`src/csits_defines.svh`:
```
// constants shared by the serial channel end and the link master end
// assumes inclusion by bare name ahead of the package and both ends
`ifndef CSITS_DEFINES_SVH
`define CSITS_DEFINES_SVH
// ----------------------------------------------------------------
// channel end register offsets
// ----------------------------------------------------------------
`define CSITS_A_DATA 8'h00
`define CSITS_A_STAT 8'h04
`define CSITS_A_FCLR 8'h08
`define CSITS_A_MODE 8'h0C
`define CSITS_A_START 8'h10
`define CSITS_A_STOP 8'h14
`define CSITS_A_OUTEN 8'h18
// ----------------------------------------------------------------
// master end register offsets
// ----------------------------------------------------------------
`define CSITS_M_DATA 8'h00
`define CSITS_M_CFG 8'h04
`define CSITS_M_DIV 8'h08
`define CSITS_M_STAT 8'h0C
// ----------------------------------------------------------------
// fields
// ----------------------------------------------------------------
`define CSITS_B_SRC 0
`define CSITS_B_DAP 1
`define CSITS_B_CKP 2
`define CSITS_B_LSB 3
`define CSITS_B_LEN8 4
`define CSITS_F_MODE 4:0
`define CSITS_F_PS0 11:8
`define CSITS_F_PS1 15:12
`define CSITS_B_CKS 16
`define CSITS_F_CFG 16:0
`define CSITS_F_DIV 7:1
`define CSITS_F_BYTE 7:0
`define CSITS_B_OVF 0
`define CSITS_B_BFF 5
`define CSITS_B_BSY 6
`define CSITS_B_CH0 0
`define CSITS_P_SCK 1
`define CSITS_P_SI 0
// ----------------------------------------------------------------
// reset values and counts
// ----------------------------------------------------------------
`define CSITS_MODE_RST 5'h10
`define CSITS_CFG_RST 17'h00010
`define CSITS_IDLE 1'b1
`define CSITS_LEN7 4'h7
`define CSITS_LEN8 4'h8
`define CSITS_HALF_MIN 4'h8
`endif

```
`src/csits_pkg.sv`:
```
// types and bit helpers shared by both ends of the serial link
// assumes the defines header is available by bare name
package csits_pkg;
   typedef logic [31:0] csits_word_type;
   typedef logic [7:0] csits_addr_type;
   typedef logic [7:0] csits_byte_type;
   typedef enum logic [1:0] {
      CSITS_IDLE_ST = 2'b00,
      CSITS_PRE_ST = 2'b01,
      CSITS_RUN_ST = 2'b10
   } csits_mst_state_type;

   // bit currently on the wire for a shift register
   function automatic logic csits_cur_bit(csits_byte_type sh, logic lsb, logic len8);
      return lsb ? sh[0] : (len8 ? sh[7] : sh[6]);
   endfunction

   // advance the transmit shifter by one bit
   function automatic csits_byte_type csits_shift_tx(csits_byte_type sh, logic lsb);
      return lsb ? {1'b0, sh[7:1]} : {sh[6:0], 1'b0};
   endfunction

   // take one received bit into the shifter
   function automatic csits_byte_type csits_shift_rx(csits_byte_type sh, logic b, logic lsb);
      return lsb ? {b, sh[7:1]} : {sh[6:0], b};
   endfunction

   // right-align a finished frame, unused top bit reads zero
   function automatic csits_byte_type csits_align_rx(csits_byte_type sh, logic lsb, logic len8);
      if (len8) begin
         return sh;
      end
      return lsb ? {1'b0, sh[7:1]} : {1'b0, sh[6:0]};
   endfunction
endpackage

```
`src/csits_link_if.sv`:
```
// three-wire serial link between the master end and the channel end
// assumes both ends run on the same core clock
`timescale 1ns/1ns
`default_nettype none
interface csits_link_if;
   logic serial_clock_pin; // clock, driven by the master
   logic serial_in_pin; // data from master to channel
   logic serial_out_pin; // data from channel to master
   modport dev_mp (input serial_clock_pin, input serial_in_pin, output serial_out_pin);
   modport mst_mp (output serial_clock_pin, output serial_in_pin, input serial_out_pin);
endinterface
`default_nettype wire

```
`src/csits_sync.sv`:
```
// two flip-flop synchroniser for pins from outside the clock domain
// assumes the inputs change no faster than the core clock can follow
`timescale 1ns/1ns
`default_nettype none
module csits_sync #(
   parameter int W = 1,
   parameter logic [W-1:0] INIT = '1
) (
   input wire logic clk_i, // core clock
   input wire logic rstn_i, // async reset, active low
   input wire logic [W-1:0] d_i, // asynchronous inputs
   output logic [W-1:0] q_o // synchronised outputs
);
   logic [W-1:0] meta_r;

   // first stage feeds only the second stage
   always_ff @(posedge clk_i or negedge rstn_i) begin
      if (!rstn_i) begin
         meta_r <= INIT;
         q_o <= INIT;
      end else begin
         meta_r <= d_i;
         q_o <= meta_r;
      end
   end
endmodule
`default_nettype wire

```
`src/csits_slave.sv`:
```
// channel end: slave transmit/receive over a master-driven clock
// assumes an apb master on the core clock and a master on the link
`timescale 1ns/1ns
`default_nettype none
`include "csits_defines.svh"
module csits_slave (
   input wire logic CORE_CLK_I, // core clock, 20 MHz
   input wire logic RSTN_I, // async reset, active low
   input wire logic PSEL_I, // apb select
   input wire logic PENABLE_I, // apb access phase
   input wire logic PWRITE_I, // apb direction, 1 is write
   input wire csits_pkg::csits_addr_type PADDR_I, // apb byte address
   input wire csits_pkg::csits_word_type PWDATA_I, // apb write data
   output var csits_pkg::csits_word_type PRDATA_O, // apb read data
   output logic PREADY_O, // apb ready
   output logic CHANNEL_IRQ_O, // channel interrupt, one-cycle pulse
   csits_link_if.dev_mp LINK // serial link pins
);
   import csits_pkg::*;

   // ----------------------------------------------------------------
   // declarations
   // ----------------------------------------------------------------
   logic [4:0] mode_r;
   logic [7:0] outen_r;
   logic en_r, busy_r, tx_full_r, rx_full_r, ovf_r, k_prev_r;
   csits_byte_type tx_buf_r, tx_cur_r, tx_sh_r, rx_buf_r, rx_sh_r, rx_nxt;
   logic [3:0] cnt_r;
   logic [1:0] pins_s;
   logic k, lead, trail, dap, lsb, len8, smp, shf, start, take, done;
   logic acc, wr, rd, rdback, w_data, w_fclr, w_mode, w_start, w_stop, w_outen, r_data;
   csits_word_type rd_mux;

   // ----------------------------------------------------------------
   // pin sampling and edge detection
   // ----------------------------------------------------------------
   // clock and data are both resampled so they keep their relative timing
   csits_sync #(.W(2), .INIT(2'b11)) u_sync (
      .clk_i(CORE_CLK_I),
      .rstn_i(RSTN_I),
      .d_i({LINK.serial_clock_pin, LINK.serial_in_pin}),
      .q_o(pins_s)
   );

   assign dap = mode_r[`CSITS_B_DAP];
   assign lsb = mode_r[`CSITS_B_LSB];
   assign len8 = mode_r[`CSITS_B_LEN8];
   // the pin clock is used undivided, only optionally inverted
   assign k = pins_s[`CSITS_P_SCK] ^ mode_r[`CSITS_B_CKP];
   // a half period under one core cycle can hide an edge
   assign lead = k_prev_r & ~k;
   assign trail = ~k_prev_r & k;
   assign smp = dap ? lead : trail;
   assign shf = dap ? trail : lead;
   assign start = lead & ~busy_r & en_r;
   assign take = busy_r ? smp : (start & dap);
   assign done = take & (cnt_r == ((len8 ? `CSITS_LEN8 : `CSITS_LEN7) - 4'h1));
   assign rx_nxt = csits_shift_rx(rx_sh_r, pins_s[`CSITS_P_SI], lsb);

   // ----------------------------------------------------------------
   // apb decode
   // ----------------------------------------------------------------
   assign acc = PSEL_I & PENABLE_I & PREADY_O;
   assign wr = acc & PWRITE_I;
   assign rd = acc & ~PWRITE_I;
   assign w_data = wr & (PADDR_I == `CSITS_A_DATA);
   assign w_fclr = wr & (PADDR_I == `CSITS_A_FCLR);
   assign w_mode = wr & (PADDR_I == `CSITS_A_MODE);
   assign w_start = wr & (PADDR_I == `CSITS_A_START) & PWDATA_I[`CSITS_B_CH0];
   assign w_stop = wr & (PADDR_I == `CSITS_A_STOP) & PWDATA_I[`CSITS_B_CH0];
   assign w_outen = wr & (PADDR_I == `CSITS_A_OUTEN);
   assign r_data = rd & (PADDR_I == `CSITS_A_DATA);
   // in continuous mode a read during a frame shows the word being sent
   assign rdback = busy_r & mode_r[`CSITS_B_SRC];

   // read mux, unmapped addresses read zero
   always_comb begin
      rd_mux = '0;
      case (PADDR_I)
         `CSITS_A_DATA: rd_mux[`CSITS_F_BYTE] = rdback ? tx_cur_r : rx_buf_r;
         `CSITS_A_STAT: begin
            rd_mux[`CSITS_B_OVF] = ovf_r;
            rd_mux[`CSITS_B_BFF] = tx_full_r | rx_full_r;
            rd_mux[`CSITS_B_BSY] = busy_r;
         end
         `CSITS_A_MODE: rd_mux[`CSITS_F_MODE] = mode_r;
         `CSITS_A_START: rd_mux[`CSITS_B_CH0] = en_r;
         `CSITS_A_OUTEN: rd_mux[`CSITS_F_BYTE] = outen_r;
         default: rd_mux = '0;
      endcase
   end

   // ready one cycle into the access phase, read data captured with it
   always_ff @(posedge CORE_CLK_I or negedge RSTN_I) begin
      if (!RSTN_I) begin
         PREADY_O <= 1'b0;
         PRDATA_O <= '0;
      end else begin
         PREADY_O <= PSEL_I & PENABLE_I & ~PREADY_O;
         if (PSEL_I & PENABLE_I & ~PREADY_O) begin
            PRDATA_O <= rd_mux;
         end
      end
   end

   // ----------------------------------------------------------------
   // configuration
   // ----------------------------------------------------------------
   // the interrupt source may change at any time, it takes effect at once
   always_ff @(posedge CORE_CLK_I or negedge RSTN_I) begin
      if (!RSTN_I) begin
         mode_r <= `CSITS_MODE_RST;
         outen_r <= 8'h00;
      end else begin
         if (w_mode) begin
            mode_r <= PWDATA_I[`CSITS_F_MODE];
         end
         if (w_outen) begin
            outen_r <= PWDATA_I[`CSITS_F_BYTE];
         end
      end
   end

   // start sets the enable, stop clears it and drops a frame in flight
   always_ff @(posedge CORE_CLK_I or negedge RSTN_I) begin
      if (!RSTN_I) begin
         en_r <= 1'b0;
      end else if (w_stop) begin
         en_r <= 1'b0;
      end else if (w_start) begin
         en_r <= 1'b1;
      end
   end

   // ----------------------------------------------------------------
   // shifting
   // ----------------------------------------------------------------
   // the word in the buffer is sent as is, software must have loaded it
   always_ff @(posedge CORE_CLK_I or negedge RSTN_I) begin
      if (!RSTN_I) begin
         k_prev_r <= `CSITS_IDLE;
         busy_r <= 1'b0;
         cnt_r <= 4'h0;
         tx_sh_r <= 8'h00;
         tx_cur_r <= 8'h00;
         rx_sh_r <= 8'h00;
      end else begin
         k_prev_r <= k;
         if (start) begin
            busy_r <= 1'b1;
            tx_sh_r <= tx_buf_r;
            tx_cur_r <= tx_buf_r;
            cnt_r <= 4'h0;
         end else if (busy_r & shf) begin
            tx_sh_r <= csits_shift_tx(tx_sh_r, lsb);
         end
         if (take) begin
            rx_sh_r <= rx_nxt;
            cnt_r <= done ? 4'h0 : 4'(cnt_r + 4'h1);
         end
         if (done | w_stop) begin
            busy_r <= 1'b0;
         end
         if (w_stop) begin
            cnt_r <= 4'h0;
         end
      end
   end

   // transmit buffer: a write while full overwrites the pending word
   always_ff @(posedge CORE_CLK_I or negedge RSTN_I) begin
      if (!RSTN_I) begin
         tx_buf_r <= 8'h00;
         tx_full_r <= 1'b0;
      end else if (w_data) begin
         tx_buf_r <= PWDATA_I[`CSITS_F_BYTE];
         tx_full_r <= 1'b1;
      end else if (start) begin
         tx_full_r <= 1'b0;
      end
   end

   // receive buffer: a finished frame wins over a read in the same cycle
   always_ff @(posedge CORE_CLK_I or negedge RSTN_I) begin
      if (!RSTN_I) begin
         rx_buf_r <= 8'h00;
         rx_full_r <= 1'b0;
      end else if (done) begin
         rx_buf_r <= csits_align_rx(rx_nxt, lsb, len8);
         rx_full_r <= 1'b1;
      end else if (r_data & ~rdback) begin
         rx_full_r <= 1'b0;
      end
   end

   // overrun: only error kept; set beats a clear in the same cycle
   always_ff @(posedge CORE_CLK_I or negedge RSTN_I) begin
      if (!RSTN_I) begin
         ovf_r <= 1'b0;
      end else if (done & rx_full_r) begin
         ovf_r <= 1'b1;
      end else if (w_fclr & PWDATA_I[`CSITS_B_OVF]) begin
         ovf_r <= 1'b0;
      end
   end

   // ----------------------------------------------------------------
   // outputs
   // ----------------------------------------------------------------
   // single mode fires at frame end, continuous when the buffer empties
   always_ff @(posedge CORE_CLK_I or negedge RSTN_I) begin
      if (!RSTN_I) begin
         CHANNEL_IRQ_O <= 1'b0;
      end else begin
         CHANNEL_IRQ_O <= mode_r[`CSITS_B_SRC] ? start : done;
      end
   end

   // with data phase 1 the first bit waits on the pin before the clock
   always_ff @(posedge CORE_CLK_I or negedge RSTN_I) begin
      if (!RSTN_I) begin
         LINK.serial_out_pin <= `CSITS_IDLE;
      end else if (!outen_r[`CSITS_B_CH0]) begin
         LINK.serial_out_pin <= `CSITS_IDLE;
      end else if (busy_r) begin
         LINK.serial_out_pin <= csits_cur_bit(tx_sh_r, lsb, len8);
      end else if (dap) begin
         LINK.serial_out_pin <= csits_cur_bit(tx_buf_r, lsb, len8);
      end else begin
         LINK.serial_out_pin <= `CSITS_IDLE;
      end
   end
endmodule
`default_nettype wire

```
`src/flat_wrapper.sv`:
```
// flat-port wrapper written by rule: the top's interface ports become plain ports
module csits_slave_flat import csits_pkg::*;
  (CORE_CLK_I, RSTN_I, PSEL_I, PENABLE_I, PWRITE_I, PADDR_I, PWDATA_I, PRDATA_O, PREADY_O, CHANNEL_IRQ_O, LINK_serial_clock_pin, LINK_serial_in_pin, LINK_serial_out_pin);
  csits_link_if LINK_i ();
  input wire logic CORE_CLK_I;
  input wire logic RSTN_I;
  input wire logic PSEL_I;
  input wire logic PENABLE_I;
  input wire logic PWRITE_I;
  input wire csits_pkg::csits_addr_type PADDR_I;
  input wire csits_pkg::csits_word_type PWDATA_I;
  output var csits_pkg::csits_word_type PRDATA_O;
  output logic PREADY_O;
  output logic CHANNEL_IRQ_O;
  input wire logic [$bits(LINK_i.serial_clock_pin)-1:0] LINK_serial_clock_pin;
  input wire logic [$bits(LINK_i.serial_in_pin)-1:0] LINK_serial_in_pin;
  output wire logic [$bits(LINK_i.serial_out_pin)-1:0] LINK_serial_out_pin;
  assign LINK_i.serial_clock_pin = LINK_serial_clock_pin;
  assign LINK_i.serial_in_pin = LINK_serial_in_pin;
  assign LINK_serial_out_pin = LINK_i.serial_out_pin;
  csits_slave u_core (.CORE_CLK_I(CORE_CLK_I), .RSTN_I(RSTN_I), .PSEL_I(PSEL_I), .PENABLE_I(PENABLE_I), .PWRITE_I(PWRITE_I), .PADDR_I(PADDR_I), .PWDATA_I(PWDATA_I), .PRDATA_O(PRDATA_O), .PREADY_O(PREADY_O), .CHANNEL_IRQ_O(CHANNEL_IRQ_O), .LINK(LINK_i));
endmodule
```
`config.mk`:
```
export PLATFORM = sky130hd
export DESIGN_NAME = csits_slave_flat
export DESIGN_NICKNAME = d
export VERILOG_FILES = /design/src/csits_pkg.sv /design/src/csits_link_if.sv /design/src/csits_sync.sv /design/src/csits_slave.sv /design/src/flat_wrapper.sv
export VERILOG_INCLUDE_DIRS = /design/src
export SDC_FILE = /design/constraint.sdc
export NUM_CORES = 1
export LEC_CHECK = 0
export BUFFER_PORTS_ARGS = -buffer_cell sky130_fd_sc_hd__buf_2
export CORE_UTILIZATION = 50
export CTS_CLUSTER_DIAMETER = 200
export CTS_CLUSTER_SIZE = 25
export DETAILED_ROUTE_END_ITERATION = 7
export HOLD_SLACK_MARGIN = 0.02
export PLACE_DENSITY = 0.74
export SETUP_SLACK_MARGIN = 0.4
export SYNTH_ARGS = -nofsm -noshare
export SYNTH_HDL_FRONTEND = slang
export SYNTH_HIERARCHICAL = 1
export SYNTH_SLANG_ARGS = --single-unit
```
`constraint.sdc`:
```
create_clock -name CORE_CLK_I -period 2 [get_ports CORE_CLK_I]
set_clock_uncertainty 0.2 [all_clocks]
set_input_delay 0.2 -clock CORE_CLK_I [delete_from_list [all_inputs] [get_ports CORE_CLK_I]]
set_output_delay 0.2 -clock CORE_CLK_I [all_outputs]
set_load 0.02 [all_outputs]
```
==> flow_metrics.tcl <==
set metrics [dict create \
    hold_violations 0 \
    reg2reg_from "u_core/u_sync/q_o[1]" \
    drcViolationCount 0 \
    final_cell_mix "dfrtp_1, nand2_1, buf_2, buf_4, mux2i_1" \
    tritoncts "yes" \
    drive_gt1_share_pct 34.26 \
    p_leak_nw 2.331 \
    ant_nets 0 \
    antenna_cells 0 \
    slew_headroom_pct 61.49 \
    power_w 0.003136 \
    ys_ff_latch 78 \
    hold_class "in -> reg" \
    grt_pass1_vias 3079 \
    cp-startpoint "u_core/u_sync/q_o[1]" \
    synthXorXnorAreaFrac_pct 1.053 \
    yosys_warnings 6 \
    critical_path_class "reg -> reg" \
    netlist_area_mm2 0.004040 \
    ys_seq_area_share_pct 48.53 \
    numCtsBuffers 9 \
    grt_pass1_wl_um 15400 \
    synth_cell_types 53 \
    tightestPinTransition_ns 0.5723 \
    ioPinCount 82 \
    path_clk_slew_ns 0.09 \
    power.clock.fraction_pct 39.0 \
    drv_cap 0 \
    core-area_mm2 0.007767 \
    yosys-top-cells-area "dfrtp_1, mux2_2, mux2i_1" \
    wl_per_cell_um 16.55 \
    swShare_pct 26.51 \
    layout_min_cycle_time_ns 1.991 \
    fmax_mhz 502.2 \
    start_util_pct 52.01 \
    area_delta_synth_final_pct 26.91 \
    switching_power_w 0.0008313 \
    synth_compound_area_share_pct 12.98 \
    yosys.area_share.simple_pct 12.67 \
    dpl_cell_area_mm2 0.004417 \
    cts-root-buf "clkbuf_8" \
    fillCellCount 573 \
    die-area_mm2 0.008444 \
    final_area_mm2 0.005127 \
    cts_buffer_depth 2 \
    fin_crit_sh_pct 99.57 \
    rows 32 \
    grt-ovfl-total 0 \
    synth_top_family_by_area "multiplexers" \
    setup_viol 0 \
    r2r_end "u_core/tx_sh_r[1]" \
    maxSlewViolCount 0 \
    p_per_area_mw_per_mm2 611.7 \
    h-tree-depth 3 \
    hpwlAfterDp_um 6041 \
    cellInternalPower_w 0.002305 \
    grt_max_degree 34 \
    tns_ns 0 \
    crit_fanout 7 \
    numPortBuffers 33 \
    clock_sinks 78 \
    grt_usage_pct 23.80 \
    netlist_instances 388 \
    critical_path_arrival_ns 2.02 \
    yosys.area.top_type_share_pct 43.98 \
    combPwrFrac_pct 8.5 \
    final_common_cell "dfrtp_1" \
    synthAdderAreaFrac_pct 0.3097 \
    drt_wl_total_um 9464 \
    dieWidth_um 91.89 \
    drtPass1Iterations 7 \
    antenna_found_initial 0 \
    reg2reg_slack_ns 0.009 \
    status "completed" \
    synthMuxAreaShare_pct 16.32 \
    dieHeight_um 91.89 \
    p_seq_share_pct 52.5 \
    fin_util_pct 66.01 \
    rsz0062_at_grt "yes" \
    via_per_inst 5.566 \
    nets 513 \
    place_congestion 0.7869 \
    vias 3184 \
    yosysTopAreaCell "dfrtp_1" \
    end_kind "flip-flop" \
    r2r_cells 5 \
    drtIter0Drc 239 \
    cp-start-kind "flip-flop" \
    endpoint "u_core/tx_sh_r[1]" \
    ir_drop_uv 435.9 \
    clock_latency_ns 0.36 \
    cp.required_ns 2.03 \
    postSynthAreaPerCell_um2 10.41 \
]
[routing by layer]
layer  global-route usage [%]  up-vias  part of all wire (%)
met1                    33.50     1574                    44
met4                    9.766        0                   1.9
met3                    3.731       17                   5.3
met5                        0        -                     0
met2                    36.82      106                    48
li1                         -     1487                     -
[logic make-up after synthesis]
group,Yosys count
fa+ha+maj,1
compound gates,87
xor+xnor,4
mux,62
flops,78
buf+inv,57
simple gates,98
other cells,1
[stage by stage]
step | hold slack (ns) | setup slack, ns | instances
floorplan | -0.2956 | 0.1546 | 411
global placement | -0.04339 | 0.06205 | 522
detailed placement | -0.03498 | 0.05112 | 522
CTS | 0.04212 | 0.04396 | 567
global route | 0.08912 | -0.05611 | 572
finish | 0.06395 | 0.008699 | 572
[synth_stat cells (all sizes together)]
master and count:
or3b 1, o31ai 1, nor3 4, inv 13, or2 1, and4 2, a21oi 13, a31oi 3
and2 2, o22ai 1, nand2 44, clkbuf 6, nor4 2, mux2 31, buf 38, a22o 11
a22oi 3, o21ai 47, and3 3, conb 1, o211ai 2, ha 1, nor2b 2, a32o 2
dfrtp 71, o22a 1, nand4 1, nor4b 2, nor3b 1, mux2i 31, nand3b 5, a41oi 1
nand3 10, dfstp 7, xnor2 1, o21bai 1, xor2 3, nor2 16, o2111ai 1, or3 1
and3b 1
[area by class of cell]
class / instances / area (um^2) / area share (%)
Multi-Input combinational cell: 277 / 2051 / 40.00
Sequential cell: 78 / 1964 / 38.31
Timing Repair Buffer: 86 / 730.7 / 14.25
Tap cell: 102 / 127.6 / 2.489
Clock buffer: 9 / 123.9 / 2.416
Clock inverter: 7 / 81.33 / 1.586
Inverter: 13 / 48.80 / 0.9517
[registers in the layout, summed over array words and instances, names as in the netlist, 2 cells and up]
signal                flops
u_core/cnt_r              4
u_core/rx_buf_r           8
u_core/tx_cur_r           8
u_core/u_sync/q_o         2
u_core/rx_sh_r            8
u_core/mode_r             5
u_core/PRDATA_O           8
u_core/tx_buf_r           8
u_core/u_sync/meta_r      2
u_core/outen_r            8
u_core/tx_sh_r            8
[worst max-delay path: stages, from the launching register on]
cell and delay [ns]:
dfstp_2 0.58, xnor2_4 0.14, buf_4 0.18, o2111ai_1 0.18, o21ai_4 0.18, mux2_2 0.39
[worst min path at each step]
stage,startpoint,endpoint,slack [ns],cells past startpoint
3_3_place_gp,RSTN_I,u_core/PRDATA_O[4],-0.04,1
2_1_floorplan,RSTN_I,u_core/CHANNEL_IRQ_O,-0.30,0
6_report,PADDR_I[0],u_core/PRDATA_O[6],0.06,4
5_1_grt,PADDR_I[0],u_core/PRDATA_O[6],0.09,4
4_1_cts,PADDR_I[0],u_core/PRDATA_O[6],0.04,4
3_5_place_dp,RSTN_I,u_core/PRDATA_O[4],-0.03,1
[power groups by stage]
stage	clock network [W]	registers, W	logic (W)
2_1_floorplan	0	0.00167	0.000166
3_3_place_gp	0	0.00168	0.000223
3_5_place_dp	0	0.00168	0.000228
4_1_cts	0.00125	0.00165	0.000261
5_1_grt	0.00131	0.00165	0.000298
6_report	0.00122	0.00165	0.000266
[repair_timing]
| action | in CTS | in global routing |
|---|---|---|
| resized for setup | 37 | 10 |
| endpoints found under the setup margin | 61 | 60 |
| hold buffers | 14 | 0 |
| pin swaps | 10 | 5 |
| setup buffers | 13 | 4 |
| hold endpoints to repair | 96 | 0 |
| cloned | 2 | 1 |
Power figures use the tool's default switching activity.
